[src/sahc_defines.svh]
`ifndef SAHC_DEFINES_SVH
`define SAHC_DEFINES_SVH

// Register byte offsets (AHB-Lite, one word each)
`define SAHC_OFF_CMD 12'h100
`define SAHC_OFF_ADDR 12'h108
`define SAHC_OFF_WDATA 12'h104
`define SAHC_OFF_REPLY 12'h10c
`define SAHC_OFF_RDATA 12'h110
`define SAHC_OFF_MISC 12'h180
`define SAHC_OFF_MVAL 12'h184
`define SAHC_OFF_NVAL 12'h188
`define SAHC_OFF_TSTAMP 12'h18c
`define SAHC_OFF_LINK 12'h190
`define SAHC_OFF_ISTAT 12'h140
`define SAHC_OFF_IEN 12'h144
`define SAHC_OFF_ICLR 12'h148

// Command register fields
`define SAHC_CMD_LEN_LSB 0
`define SAHC_CMD_TYPE_LSB 8
`define SAHC_CMD_GO_BIT 12
`define SAHC_CMD_CONT_BIT 13
`define SAHC_CMD_AONLY_BIT 14

// Interrupt status bits
`define SAHC_IRQ_HPIRQ 0
`define SAHC_IRQ_CONN 1
`define SAHC_IRQ_DISC 2
`define SAHC_IRQ_REPLY 3

// Fixed N value in asynchronous stream clock mode
`define SAHC_FIXED_N 24'h008000

// Hot-plug timing at 10 MHz (100 ns)
`define SAHC_CLK_NS 100
`define SAHC_SAMPLE_US 260
`define SAHC_IRQ_MIN_US 500
`define SAHC_IRQ_MAX_US 1000
`define SAHC_DISC_US 2000
`define SAHC_SAMPLE_CYC ((`SAHC_SAMPLE_US * 1000 + `SAHC_CLK_NS - 1) / `SAHC_CLK_NS)
`define SAHC_IRQ_MIN_TICKS (`SAHC_IRQ_MIN_US / `SAHC_SAMPLE_US)
`define SAHC_IRQ_MAX_TICKS (`SAHC_IRQ_MAX_US / `SAHC_SAMPLE_US)
`define SAHC_DISC_TICKS (`SAHC_DISC_US / `SAHC_SAMPLE_US + 1)

`endif

[src/sahc_link_if.sv]
`timescale 1ns/1ns
interface sahc_link_if;
  logic req;
  logic [1:0] cmd;
  logic cont;
  logic addr_only;
  logic [6:0] dev_addr;
  logic [3:0] len;
  logic [31:0] wdata;
  logic rsp;
  logic [1:0] reply;
  logic [31:0] rdata;
  logic hot_plug_line;

  modport source (
    output req, cmd, cont, addr_only, dev_addr, len, wdata,
    input rsp, reply, rdata, hot_plug_line
  );
  modport sink (
    input req, cmd, cont, addr_only, dev_addr, len, wdata,
    output rsp, reply, rdata, hot_plug_line
  );
endinterface : sahc_link_if

[src/sahc_source.sv]
`timescale 1ns/1ns
`include "sahc_defines.svh"
// Operation
// - host loads address, then command bit 12
// - status with continue cleared idles bus
// - reissue identical read after defer
// - sink answers repeated read with data
// - abandon read: other target, write, address-only
// - poll write status after partial ack
// - repeat identical write until full ack
// - abandon write: other target, read, address-only
// - write defer handled by poll, repeat, abort
// - misc bit 0 selects synchronous clock mode
// - synchronous mode sends programmed M and N
// - asynchronous mode sends fixed N, interface M
// - debounce hot-plug every 250 us or more
// - 500 us to 1 ms pulse is IRQ
// - low over 2 ms: disconnect, link down
// - host reads sink config space on interrupt
// - plug change high connects, low disconnects
// - IRQ event in status bit 0
module sahc_source #(
  parameter int SAMPLE_CYC = `SAHC_SAMPLE_CYC
) (
  // Clock and reset
  input wire logic clk_i,
  input wire logic rst_i,
  // AHB-Lite slave
  input wire logic hsel_i,
  input wire logic [11:0] haddr_i,
  input wire logic [1:0] htrans_i,
  input wire logic hwrite_i,
  input wire logic [2:0] hsize_i,
  input wire logic [31:0] hwdata_i,
  input wire logic hready_i,
  output logic [31:0] hrdata_o,
  output logic hreadyout_o,
  output logic hresp_o,
  // Stream clocking, link state and interrupt
  input wire logic [23:0] stream_m_i,
  output logic [23:0] video_stamp_m_o,
  output logic [23:0] video_stamp_n_o,
  output logic link_up_o,
  output logic irq_o,
  // Link
  sahc_link_if.source link
);
  typedef struct packed {
    logic aph;
    logic [11:0] addr;
    logic wr;
    logic [31:0] rdata;
    logic [6:0] dev;
    logic [31:0] wdat;
    logic [3:0] len;
    logic [1:0] cmd;
    logic cont;
    logic aonly;
    logic req;
    logic busy;
    logic [1:0] reply;
    logic [31:0] rxdata;
    logic [2:0] misc;
    logic [23:0] mval;
    logic [23:0] nval;
    logic [23:0] m_out;
    logic [23:0] n_out;
    logic link_up;
    logic [3:0] stat;
    logic [3:0] en;
    logic irq;
    logic [2:0] hp_sync;
    logic hp_db;
    logic [15:0] tick_cnt;
    logic [7:0] low_ticks;
    logic plugged;
  } sahc_src_state_t;

  sahc_src_state_t s;
  sahc_src_state_t next_s;
  logic [3:0] ev;
  logic [15:0] sample_last;

  assign sample_last = 16'(SAMPLE_CYC - 1);

  always_comb begin
    next_s = s;
    ev = 4'h0;
    next_s.hp_sync = {s.hp_sync[1:0], link.hot_plug_line};
    next_s.req = 1'b0;
    // AHB data phase: writes take effect here, reads answer here
    if (s.aph && s.wr) begin
      case (s.addr)
        `SAHC_OFF_ADDR: next_s.dev = hwdata_i[6:0];
        `SAHC_OFF_WDATA: next_s.wdat = hwdata_i;
        `SAHC_OFF_CMD: begin
          if (hwdata_i[`SAHC_CMD_GO_BIT] && !s.busy) begin
            // Registered address and data are reused as is; length comes from the command word
            next_s.cmd = hwdata_i[`SAHC_CMD_TYPE_LSB +: 2];
            next_s.len = hwdata_i[`SAHC_CMD_LEN_LSB +: 4];
            next_s.cont = hwdata_i[`SAHC_CMD_CONT_BIT];
            // Any differing command other than a write status poll abandons the pending one
            next_s.aonly = hwdata_i[`SAHC_CMD_AONLY_BIT];
            next_s.req = 1'b1;
            next_s.busy = 1'b1;
          end
        end
        `SAHC_OFF_MISC: next_s.misc = hwdata_i[2:0];
        `SAHC_OFF_MVAL: next_s.mval = hwdata_i[23:0];
        `SAHC_OFF_NVAL: next_s.nval = hwdata_i[23:0];
        `SAHC_OFF_IEN: next_s.en = hwdata_i[3:0];
        `SAHC_OFF_ICLR: next_s.stat = s.stat & ~hwdata_i[3:0];
        `SAHC_OFF_LINK: next_s.link_up = hwdata_i[0];
        default: ;
      endcase
    end
    next_s.rdata = 32'h0;
    next_s.aph = hsel_i && hready_i && htrans_i[1];
    if (next_s.aph) begin
      next_s.addr = haddr_i;
      next_s.wr = hwrite_i;
      if (!hwrite_i) begin
        case (haddr_i)
          `SAHC_OFF_CMD: next_s.rdata = {17'h0, s.aonly, s.cont, 1'b0,
            2'h0, s.cmd, 4'h0, s.len} | {31'h0, s.busy};
          `SAHC_OFF_ADDR: next_s.rdata = {25'h0, s.dev};
          `SAHC_OFF_WDATA: next_s.rdata = s.wdat;
          `SAHC_OFF_REPLY: next_s.rdata = {29'h0, s.busy, s.reply};
          `SAHC_OFF_RDATA: next_s.rdata = s.rxdata;
          `SAHC_OFF_MISC: next_s.rdata = {29'h0, s.misc};
          `SAHC_OFF_MVAL: next_s.rdata = {8'h0, s.mval};
          `SAHC_OFF_NVAL: next_s.rdata = {8'h0, s.nval};
          `SAHC_OFF_TSTAMP: next_s.rdata = {8'h0, s.m_out};
          `SAHC_OFF_LINK: next_s.rdata = {30'h0, s.plugged, s.link_up};
          `SAHC_OFF_ISTAT: next_s.rdata = {28'h0, s.stat};
          `SAHC_OFF_IEN: next_s.rdata = {28'h0, s.en};
          default: next_s.rdata = 32'h0;
        endcase
      end
    end
    if (s.busy && link.rsp) begin
      next_s.busy = 1'b0;
      next_s.reply = link.reply;
      next_s.rxdata = link.rdata;
      ev[`SAHC_IRQ_REPLY] = 1'b1;
    end
    if (s.misc[0]) begin
      next_s.m_out = s.mval;
      next_s.n_out = s.nval;
    end else begin
      next_s.m_out = stream_m_i;
      next_s.n_out = `SAHC_FIXED_N;
    end
    // Debounced sampling at a fixed tick
    next_s.tick_cnt = (s.tick_cnt == sample_last) ? 16'h0
      : s.tick_cnt + 16'h1;
    if (s.tick_cnt == sample_last) begin
      if (s.hp_sync[2] == s.hp_sync[1]) begin
        next_s.hp_db = s.hp_sync[2];
      end
      if (!s.hp_db) begin
        if (s.low_ticks != 8'hff) begin
          next_s.low_ticks = s.low_ticks + 8'h1;
        end
        if (s.plugged && s.low_ticks + 8'h1 ==
            8'(`SAHC_DISC_TICKS)) begin
          next_s.plugged = 1'b0;
          next_s.link_up = 1'b0;
          ev[`SAHC_IRQ_DISC] = 1'b1;
        end
      end else begin
        next_s.low_ticks = 8'h0;
        if (!s.plugged) begin
          next_s.plugged = 1'b1;
          ev[`SAHC_IRQ_CONN] = 1'b1;
        end else if (s.low_ticks >= 8'(`SAHC_IRQ_MIN_TICKS) &&
                     s.low_ticks <= 8'(`SAHC_IRQ_MAX_TICKS)) begin
          ev[`SAHC_IRQ_HPIRQ] = 1'b1;
        end
      end
    end
    // Set wins over clear; host then inspects sink config space
    next_s.stat = next_s.stat | ev;
    next_s.irq = |(next_s.stat & next_s.en);
  end

  always_ff @(posedge clk_i or posedge rst_i) begin
    if (rst_i) begin
      s <= '0;
    end else begin
      s <= next_s;
    end
  end

  assign hrdata_o = s.rdata;
  assign hreadyout_o = 1'b1;
  assign hresp_o = 1'b0;
  assign video_stamp_m_o = s.m_out;
  assign video_stamp_n_o = s.n_out;
  assign link_up_o = s.link_up;
  assign irq_o = s.irq;
  assign link.req = s.req;
  assign link.cmd = s.cmd;
  assign link.cont = s.cont;
  assign link.addr_only = s.aonly;
  assign link.dev_addr = s.dev;
  assign link.len = s.len;
  assign link.wdata = s.wdat;
endmodule : sahc_source

[src/flat_wrapper.sv]
// flat-port wrapper written by rule: the top's interface ports become plain ports
module sahc_source_flat 
#(
  parameter int SAMPLE_CYC = `SAHC_SAMPLE_CYC
)
  (clk_i, rst_i, hsel_i, haddr_i, htrans_i, hwrite_i, hsize_i, hwdata_i, hready_i, hrdata_o, hreadyout_o, hresp_o, stream_m_i, video_stamp_m_o, video_stamp_n_o, link_up_o, irq_o, link_req, link_cmd, link_cont, link_addr_only, link_dev_addr, link_len, link_wdata, link_rsp, link_reply, link_rdata, link_hot_plug_line);
  sahc_link_if link_i ();
  input wire logic clk_i;
  input wire logic rst_i;
  input wire logic hsel_i;
  input wire logic [11:0] haddr_i;
  input wire logic [1:0] htrans_i;
  input wire logic hwrite_i;
  input wire logic [2:0] hsize_i;
  input wire logic [31:0] hwdata_i;
  input wire logic hready_i;
  output logic [31:0] hrdata_o;
  output logic hreadyout_o;
  output logic hresp_o;
  input wire logic [23:0] stream_m_i;
  output logic [23:0] video_stamp_m_o;
  output logic [23:0] video_stamp_n_o;
  output logic link_up_o;
  output logic irq_o;
  output wire logic [$bits(link_i.req)-1:0] link_req;
  output wire logic [$bits(link_i.cmd)-1:0] link_cmd;
  output wire logic [$bits(link_i.cont)-1:0] link_cont;
  output wire logic [$bits(link_i.addr_only)-1:0] link_addr_only;
  output wire logic [$bits(link_i.dev_addr)-1:0] link_dev_addr;
  output wire logic [$bits(link_i.len)-1:0] link_len;
  output wire logic [$bits(link_i.wdata)-1:0] link_wdata;
  input wire logic [$bits(link_i.rsp)-1:0] link_rsp;
  input wire logic [$bits(link_i.reply)-1:0] link_reply;
  input wire logic [$bits(link_i.rdata)-1:0] link_rdata;
  input wire logic [$bits(link_i.hot_plug_line)-1:0] link_hot_plug_line;
  assign link_req = link_i.req;
  assign link_cmd = link_i.cmd;
  assign link_cont = link_i.cont;
  assign link_addr_only = link_i.addr_only;
  assign link_dev_addr = link_i.dev_addr;
  assign link_len = link_i.len;
  assign link_wdata = link_i.wdata;
  assign link_i.rsp = link_rsp;
  assign link_i.reply = link_reply;
  assign link_i.rdata = link_rdata;
  assign link_i.hot_plug_line = link_hot_plug_line;
  sahc_source #(.SAMPLE_CYC(SAMPLE_CYC)) u_core (.clk_i(clk_i), .rst_i(rst_i), .hsel_i(hsel_i), .haddr_i(haddr_i), .htrans_i(htrans_i), .hwrite_i(hwrite_i), .hsize_i(hsize_i), .hwdata_i(hwdata_i), .hready_i(hready_i), .hrdata_o(hrdata_o), .hreadyout_o(hreadyout_o), .hresp_o(hresp_o), .stream_m_i(stream_m_i), .video_stamp_m_o(video_stamp_m_o), .video_stamp_n_o(video_stamp_n_o), .link_up_o(link_up_o), .irq_o(irq_o), .link(link_i));
endmodule
[config.mk]
export PLATFORM = sky130hd
export DESIGN_NAME = sahc_source_flat
export DESIGN_NICKNAME = d
export VERILOG_FILES = /design/src/sahc_link_if.sv /design/src/sahc_source.sv /design/src/flat_wrapper.sv
export VERILOG_INCLUDE_DIRS = /design/src
export SDC_FILE = /design/constraint.sdc
export NUM_CORES = 1
export LEC_CHECK = 0
export ABC_AREA = 1
export BUFFER_PORTS_ARGS = -buffer_cell sky130_fd_sc_hd__clkbuf_2
export CAP_MARGIN = 20
export CORE_ASPECT_RATIO = 0.8
export CORE_MARGIN = 3
export CORE_UTILIZATION = 34
export CTS_CLUSTER_SIZE = 8
export DETAILED_ROUTE_END_ITERATION = 12
export PLACE_DENSITY = 0.63
export SYNTH_ARGS = -nofsm -noshare
export SYNTH_HDL_FRONTEND = slang
export SYNTH_SLANG_ARGS = --single-unit
[constraint.sdc]
create_clock -name clk_i -period 18.1 [get_ports clk_i]
set_input_delay 0.905 -clock clk_i [delete_from_list [all_inputs] [get_ports clk_i]]
set_output_delay 0.905 -clock clk_i [all_outputs]
set_load 0.005 [all_outputs]
# [Word level (Yosys, flattened, before mapping)]
# Index checks and enable logic that the tools add are counted.
[word_totals] regBits=267 latchBits=0 ram_bits=0 mem_bits_ro=0 elab_cells=113 n_memories=0
[classes] add_sub_neg=2 mul=0 div_mod_pow=0 magnitude_cmp=2 eq_ne=25 shifts=0 muxes=27 bitwise=5 reduce_logical=24
[ops] op="case mux 32 bit (12 select lines)" n=1
[ops] op="== test 12 x 9 -> 1 bit (second input constant)" n=21
[ops] op="2-to-1 mux 32 bit" n=2
[ops] op="2-to-1 mux 48 bit" n=1
[ops] op="2-to-1 mux 35 bit" n=1
[ops] op="2-to-1 mux 9 bit" n=2
[ops] op="adder 16 x 1 -> 16 bit (second input constant)" n=1
[ops] op="== test 16 x 12 -> 1 bit (second input constant)" n=1
[ops] op="2-to-1 mux 16 bit" n=1
[ops] op="AND reduction 2 bit" n=8
[ops] op="OR 15 x 1 -> 15 bit" n=1
[ops] op="2-to-1 mux 1 bit" n=11
[ops] op="nonzero test 2 bit" n=5
[ops] op="adder 8 x 1 -> 8 bit (second input constant)" n=1
[ops] op="bitwise AND 4 bit" n=2
[ops] op="== test 8 x 4 -> 1 bit (second input constant)" n=1
[ops] op=">= comparator 8 x 1 -> 1 bit (second input constant)" n=1
[ops] op="less-or-equal comparator 8 x 2 -> 1 bit (second input constant)" n=1
[ops] op="2-to-1 mux 2 bit" n=4
[ops] op="2-to-1 mux 4 bit" n=2
[ops] op="2-to-1 mux 8 bit" n=1
[ops] op="inequality test 8 bit (second input constant)" n=1
[ops] op="logical AND 1 bit" n=7
[ops] op="AND reduction 3 bit" n=2
[ops] op="other kinds (6)" n=6

# [Depth between registers and ports, before layout]
[logic_depth] ltp_word=9 ltp_mapped=12 depth_no_buf=12

# [Least setup slack after synthesis]
# Ideal clock, no wire load.
[synth_timing] path_kind="in2reg" startpoint="input port haddr_i[9]" endpoint="register u_core.s, in the netlist u_core.hrdata_o[12]" setup_time_ns=0.071 arrival_time_ns=1.944 t_required_ns=18.029 path_slack_ns=16.085 stages=11 cell_sequence="inv_1 nand2_1 nor2_2 buf_4 nand2_1 nor2_2 buf_2 nand2_1 o211ai_1 nor2_1 nor2_1"
[synth_lines] item="start: declaration" line_no="flat_wrapper.sv:11" text="input wire logic [11:0] haddr_i;"
[synth_lines] item="end signal: assignment" line_no="sahc_source.sv:191" text="s <= next_s;"
[synth_lines] item="end: declaration" line_no="sahc_source.sv:79" text="sahc_src_state_t s;"

==> results.md <==
- Worst path required time: approximately 19 ns
- Cell Count, Final, Fillers Out: 2187
- Core area: 37300 um2
- Critical path class: input port to flip-flop
- Placed Instances: 2139
- Status: finished, final reports clean
- Tot GR Track Use: 19.7%
- Post-synth top cells: nand2_1, dfrtp_1, inv_1, nor2_1, buf_4
- CP max stage delay: 0.55 ns
- Final worst-path cycle share: 15.8%
- Hold WC Path Type: flip-flop to flip-flop
- Clk_skew: 0.0199 ns
- Slew headroom: between 30% and 40%
- Top cells by area, synth: dfrtp_1, nand2_1, buf_4
- Area grow syn2layout: 13.8%
- Setup Fix Bufs, Post-CTS: 0
- Drt pass-1 iters: 5
- Crit-path slowest cell: nand2_2
- Asr flop ratio synth: 100%
- Gpl congestion: roughly 0.9
- Syn avg cell area: 8.17 um2
- Top FF cell, synth: dfrtp_1
- Site Rows: 63
- Share of layout cells above drive strength 1: 20.2%
- Post-Syn Instances: 1583
- Number of global-route vias before repair: 10300
- Die Width: between 200 and 250 um
- DRT iter0 DRCs: 985
- Port Buffers: roughly 240
- Vias per cell: 4.80
- Worst-margin pin slew: just over 1 ns
- DRT Wirelength: 40000 um
- CTS tree: done
- I/O pin count: approximately 250
- Sink Count: 267
- Static leakage: 7.79 nW
- Fin area: 14700 um2
- Hold Vio Cnt, Final: 0
- First-pass GRT wire length: a little over 60000 um
- Mapped Area: 12900 um2
- Number of max-cap violations: 0
- Mapped Nets: 1702
- Netlist cell types: 35
- Cts hold-fix bufs: 0
- GRT overflow: 0
- Crit path arrival time: 3.27 ns
- Final TNS setup: 0 ns
- CP Capture Type: flip-flop
- Post_cts resized: 0
- Max VDD drop: 0.0000526 V
- CTS max path bufs: 3
- EDFF count, synth: 0
- Pre-CTS WS: 14.74 ns
- Clock buffer count from CTS: 39
- Synth warn: 0
- Largest net degree at the start of global routing: 114
- CP startpoint kind: input port
- Leading area contributor after synthesis: dfrtp_1
- Antenna Nets Post-Route: 0
- Vias: 10500
- Most frequent cell after synthesis: nand2_1
- Pwr dens: between 90 and 100 nW/um2
- Top-area cell type share of the netlist area: about half
- Clock-pin transition on the worst setup and hold timing paths: 0.05 ns
- Initial antenna violation count: 3
- # DRC: 0
- Post-synthesis register bit count: between 200 and 300
- Post-synthesis sequential area ratio: 51.6%
- Post-layout worst setup margin: 15.24 ns
- Die area: slightly above 40000 um2
- Detail Placement HPWL: roughly 28000 um
- Worst path cell trace: clkbuf_2, inv_1, nand2_1, nor2_2, buf_4, nand2_1, nor2_2, buf_4, nor2_1, nand3_2, nand2_2, nor2_1
- Final worst path period need: 2.86 ns
- Fillcell total: 3823
- H-tree Lvls: 2
- Worst skew pair latency: 0.52 ns
- Wire length per cell: 18.3 um
- Fmax: 349 MHz
- Final Max Tran Viols: 0
- Post-DP Area: 13600 um2
- Worst-path fanout max: 32
- Final net count: between 1500 and 2000
- RSZ-0062 raised after global routing: no
- Root Driver: clkbuf_16
- Initial Utilization: 34.7%
- Final setup fails: 0
- Die Ht: 180 um
final cells by class:
type | count | area [um2] | share of cell area, %
Antenna cell | 1 | 2.50 | 0.0170
Clock buffer | 44 | 1040 | 7.04
Sequential cell | 267 | 6680 | 45.4
Tap cell | 487 | 609 | 4.14
Multi-Input combinational cell | 949 | 4340 | 29.5
Timing Repair Buffer | 251 | 1330 | 9.01
Clock inverter | 2 | 25.0 | 0.170
Inverter | 186 | 706 | 4.79
worst paths after layout:
kind                            slack (ns)  cells past startpoint                                   to                        start
worst min-delay path                  0.35                      0          u_core.next_s[28]$_DFF_PP0_  u_core.next_s[27]$_DFF_PP0_
worst min register to register        0.35                      0          u_core.next_s[28]$_DFF_PP0_  u_core.next_s[27]$_DFF_PP0_
worst max-delay path                 15.24                     12         u_core.hrdata_o[3]$_DFF_PP0_                   haddr_i[9]
max in group asynchronous            16.10                      3            u_core.s[112]$_DFFE_PP0P_                        rst_i
worst max register to register       15.77                      9    u_core.link.wdata[17]$_DFFE_PP0P_    u_core.s[263]$_DFFE_PP0P_
min in group asynchronous             0.56                      2  u_core.video_stamp_n_o[0]$_DFF_PP0_                        rst_i
metrics by stage:
stage               hold slack, ns  util (%)  total power [mW]
global route                 0.354      39.5              1.51
floorplan                    0.331         -             0.754
CTS                          0.352      39.4              1.46
finish                       0.349      39.5              1.45
detailed placement           0.340      36.6             0.797
global placement             0.342      36.5             0.793
registers in the layout, indices dropped and copies added, names as in the netlist:
register	cells
u_core.link.wdata	32
u_core.link_up_o	1
u_core.s	135
u_core.video_stamp_n_o	24
u_core.hrdata_o	32
u_core.link.req	1
u_core.link.addr_only	1
u_core.next_s	2
u_core.video_stamp_m_o	24
u_core.irq_o	1
u_core.link.dev_addr	7
u_core.link.cont	1
u_core.link.len	4
u_core.link.cmd	2
layout by cell type (no fill, tap or decap), types with 4 or more instances in the layout:
cell       instances
nand2_1          442
dfrtp_1          266
clkbuf_2         239
inv_1            176
nor2_1           165
o21ai_0           94
nand3_1           79
a21oi_1           44
clkbuf_16         40
nand4_1           22
o211ai_1          18
o21ai_1           14
nor2_2            13
mux2_2            10
buf_4             10
a22o_1             8
nor2_4             7
inv_2              6
nand2_2            5
ha_1               5
nor3_1             4
xor2_1             4
power breakdown:
group | switching (mW) | internal, mW | leakage [nW] | total (mW)
combinational | 0.0705 | 0.0407 | 4.14 | 0.111
sequential | 0.0324 | 0.645 | 3.13 | 0.678
clock | 0.258 | 0.398 | 0.521 | 0.656
total | 0.361 | 1.08 | 7.79 | 1.45
layer usage:
metal / share of wire (%) / routed length [um] / vias to the layer above / global-route usage [%]
met2: 42 / 16600 / 351 / 28.4
li1: - / - / 5020 / -
met3: 7.3 / 2920 / 80 / 5.13
met1: 48 / 19100 / 5041 / 28.4
met5: 0.073 / 29 / - / 0
met4: 3.4 / 1360 / 4 / 7.08
worst max-delay path: cells and delay by family:
family | cells | cell delay [ns]
buf+inv | 4 | 0.83
simple gates | 8 | 1.51
cells by family (layout without fill, tap and decap cells):
group	count (synthesis)	count (layout)	share of synthesized area (%)
buffers and inverters	367	483	14.9
AOI/OAI and AO/OA	183	183	7.79
xor gates and xnor gates	4	4	0.271
and+or+nand+nor	745	745	23.9
DFF	267	267	51.6
adders and majority gates	5	5	0.484
muxes	10	10	0.870
other	2	3	0.0580
Note: power is estimated with default switching activity, not from simulation.
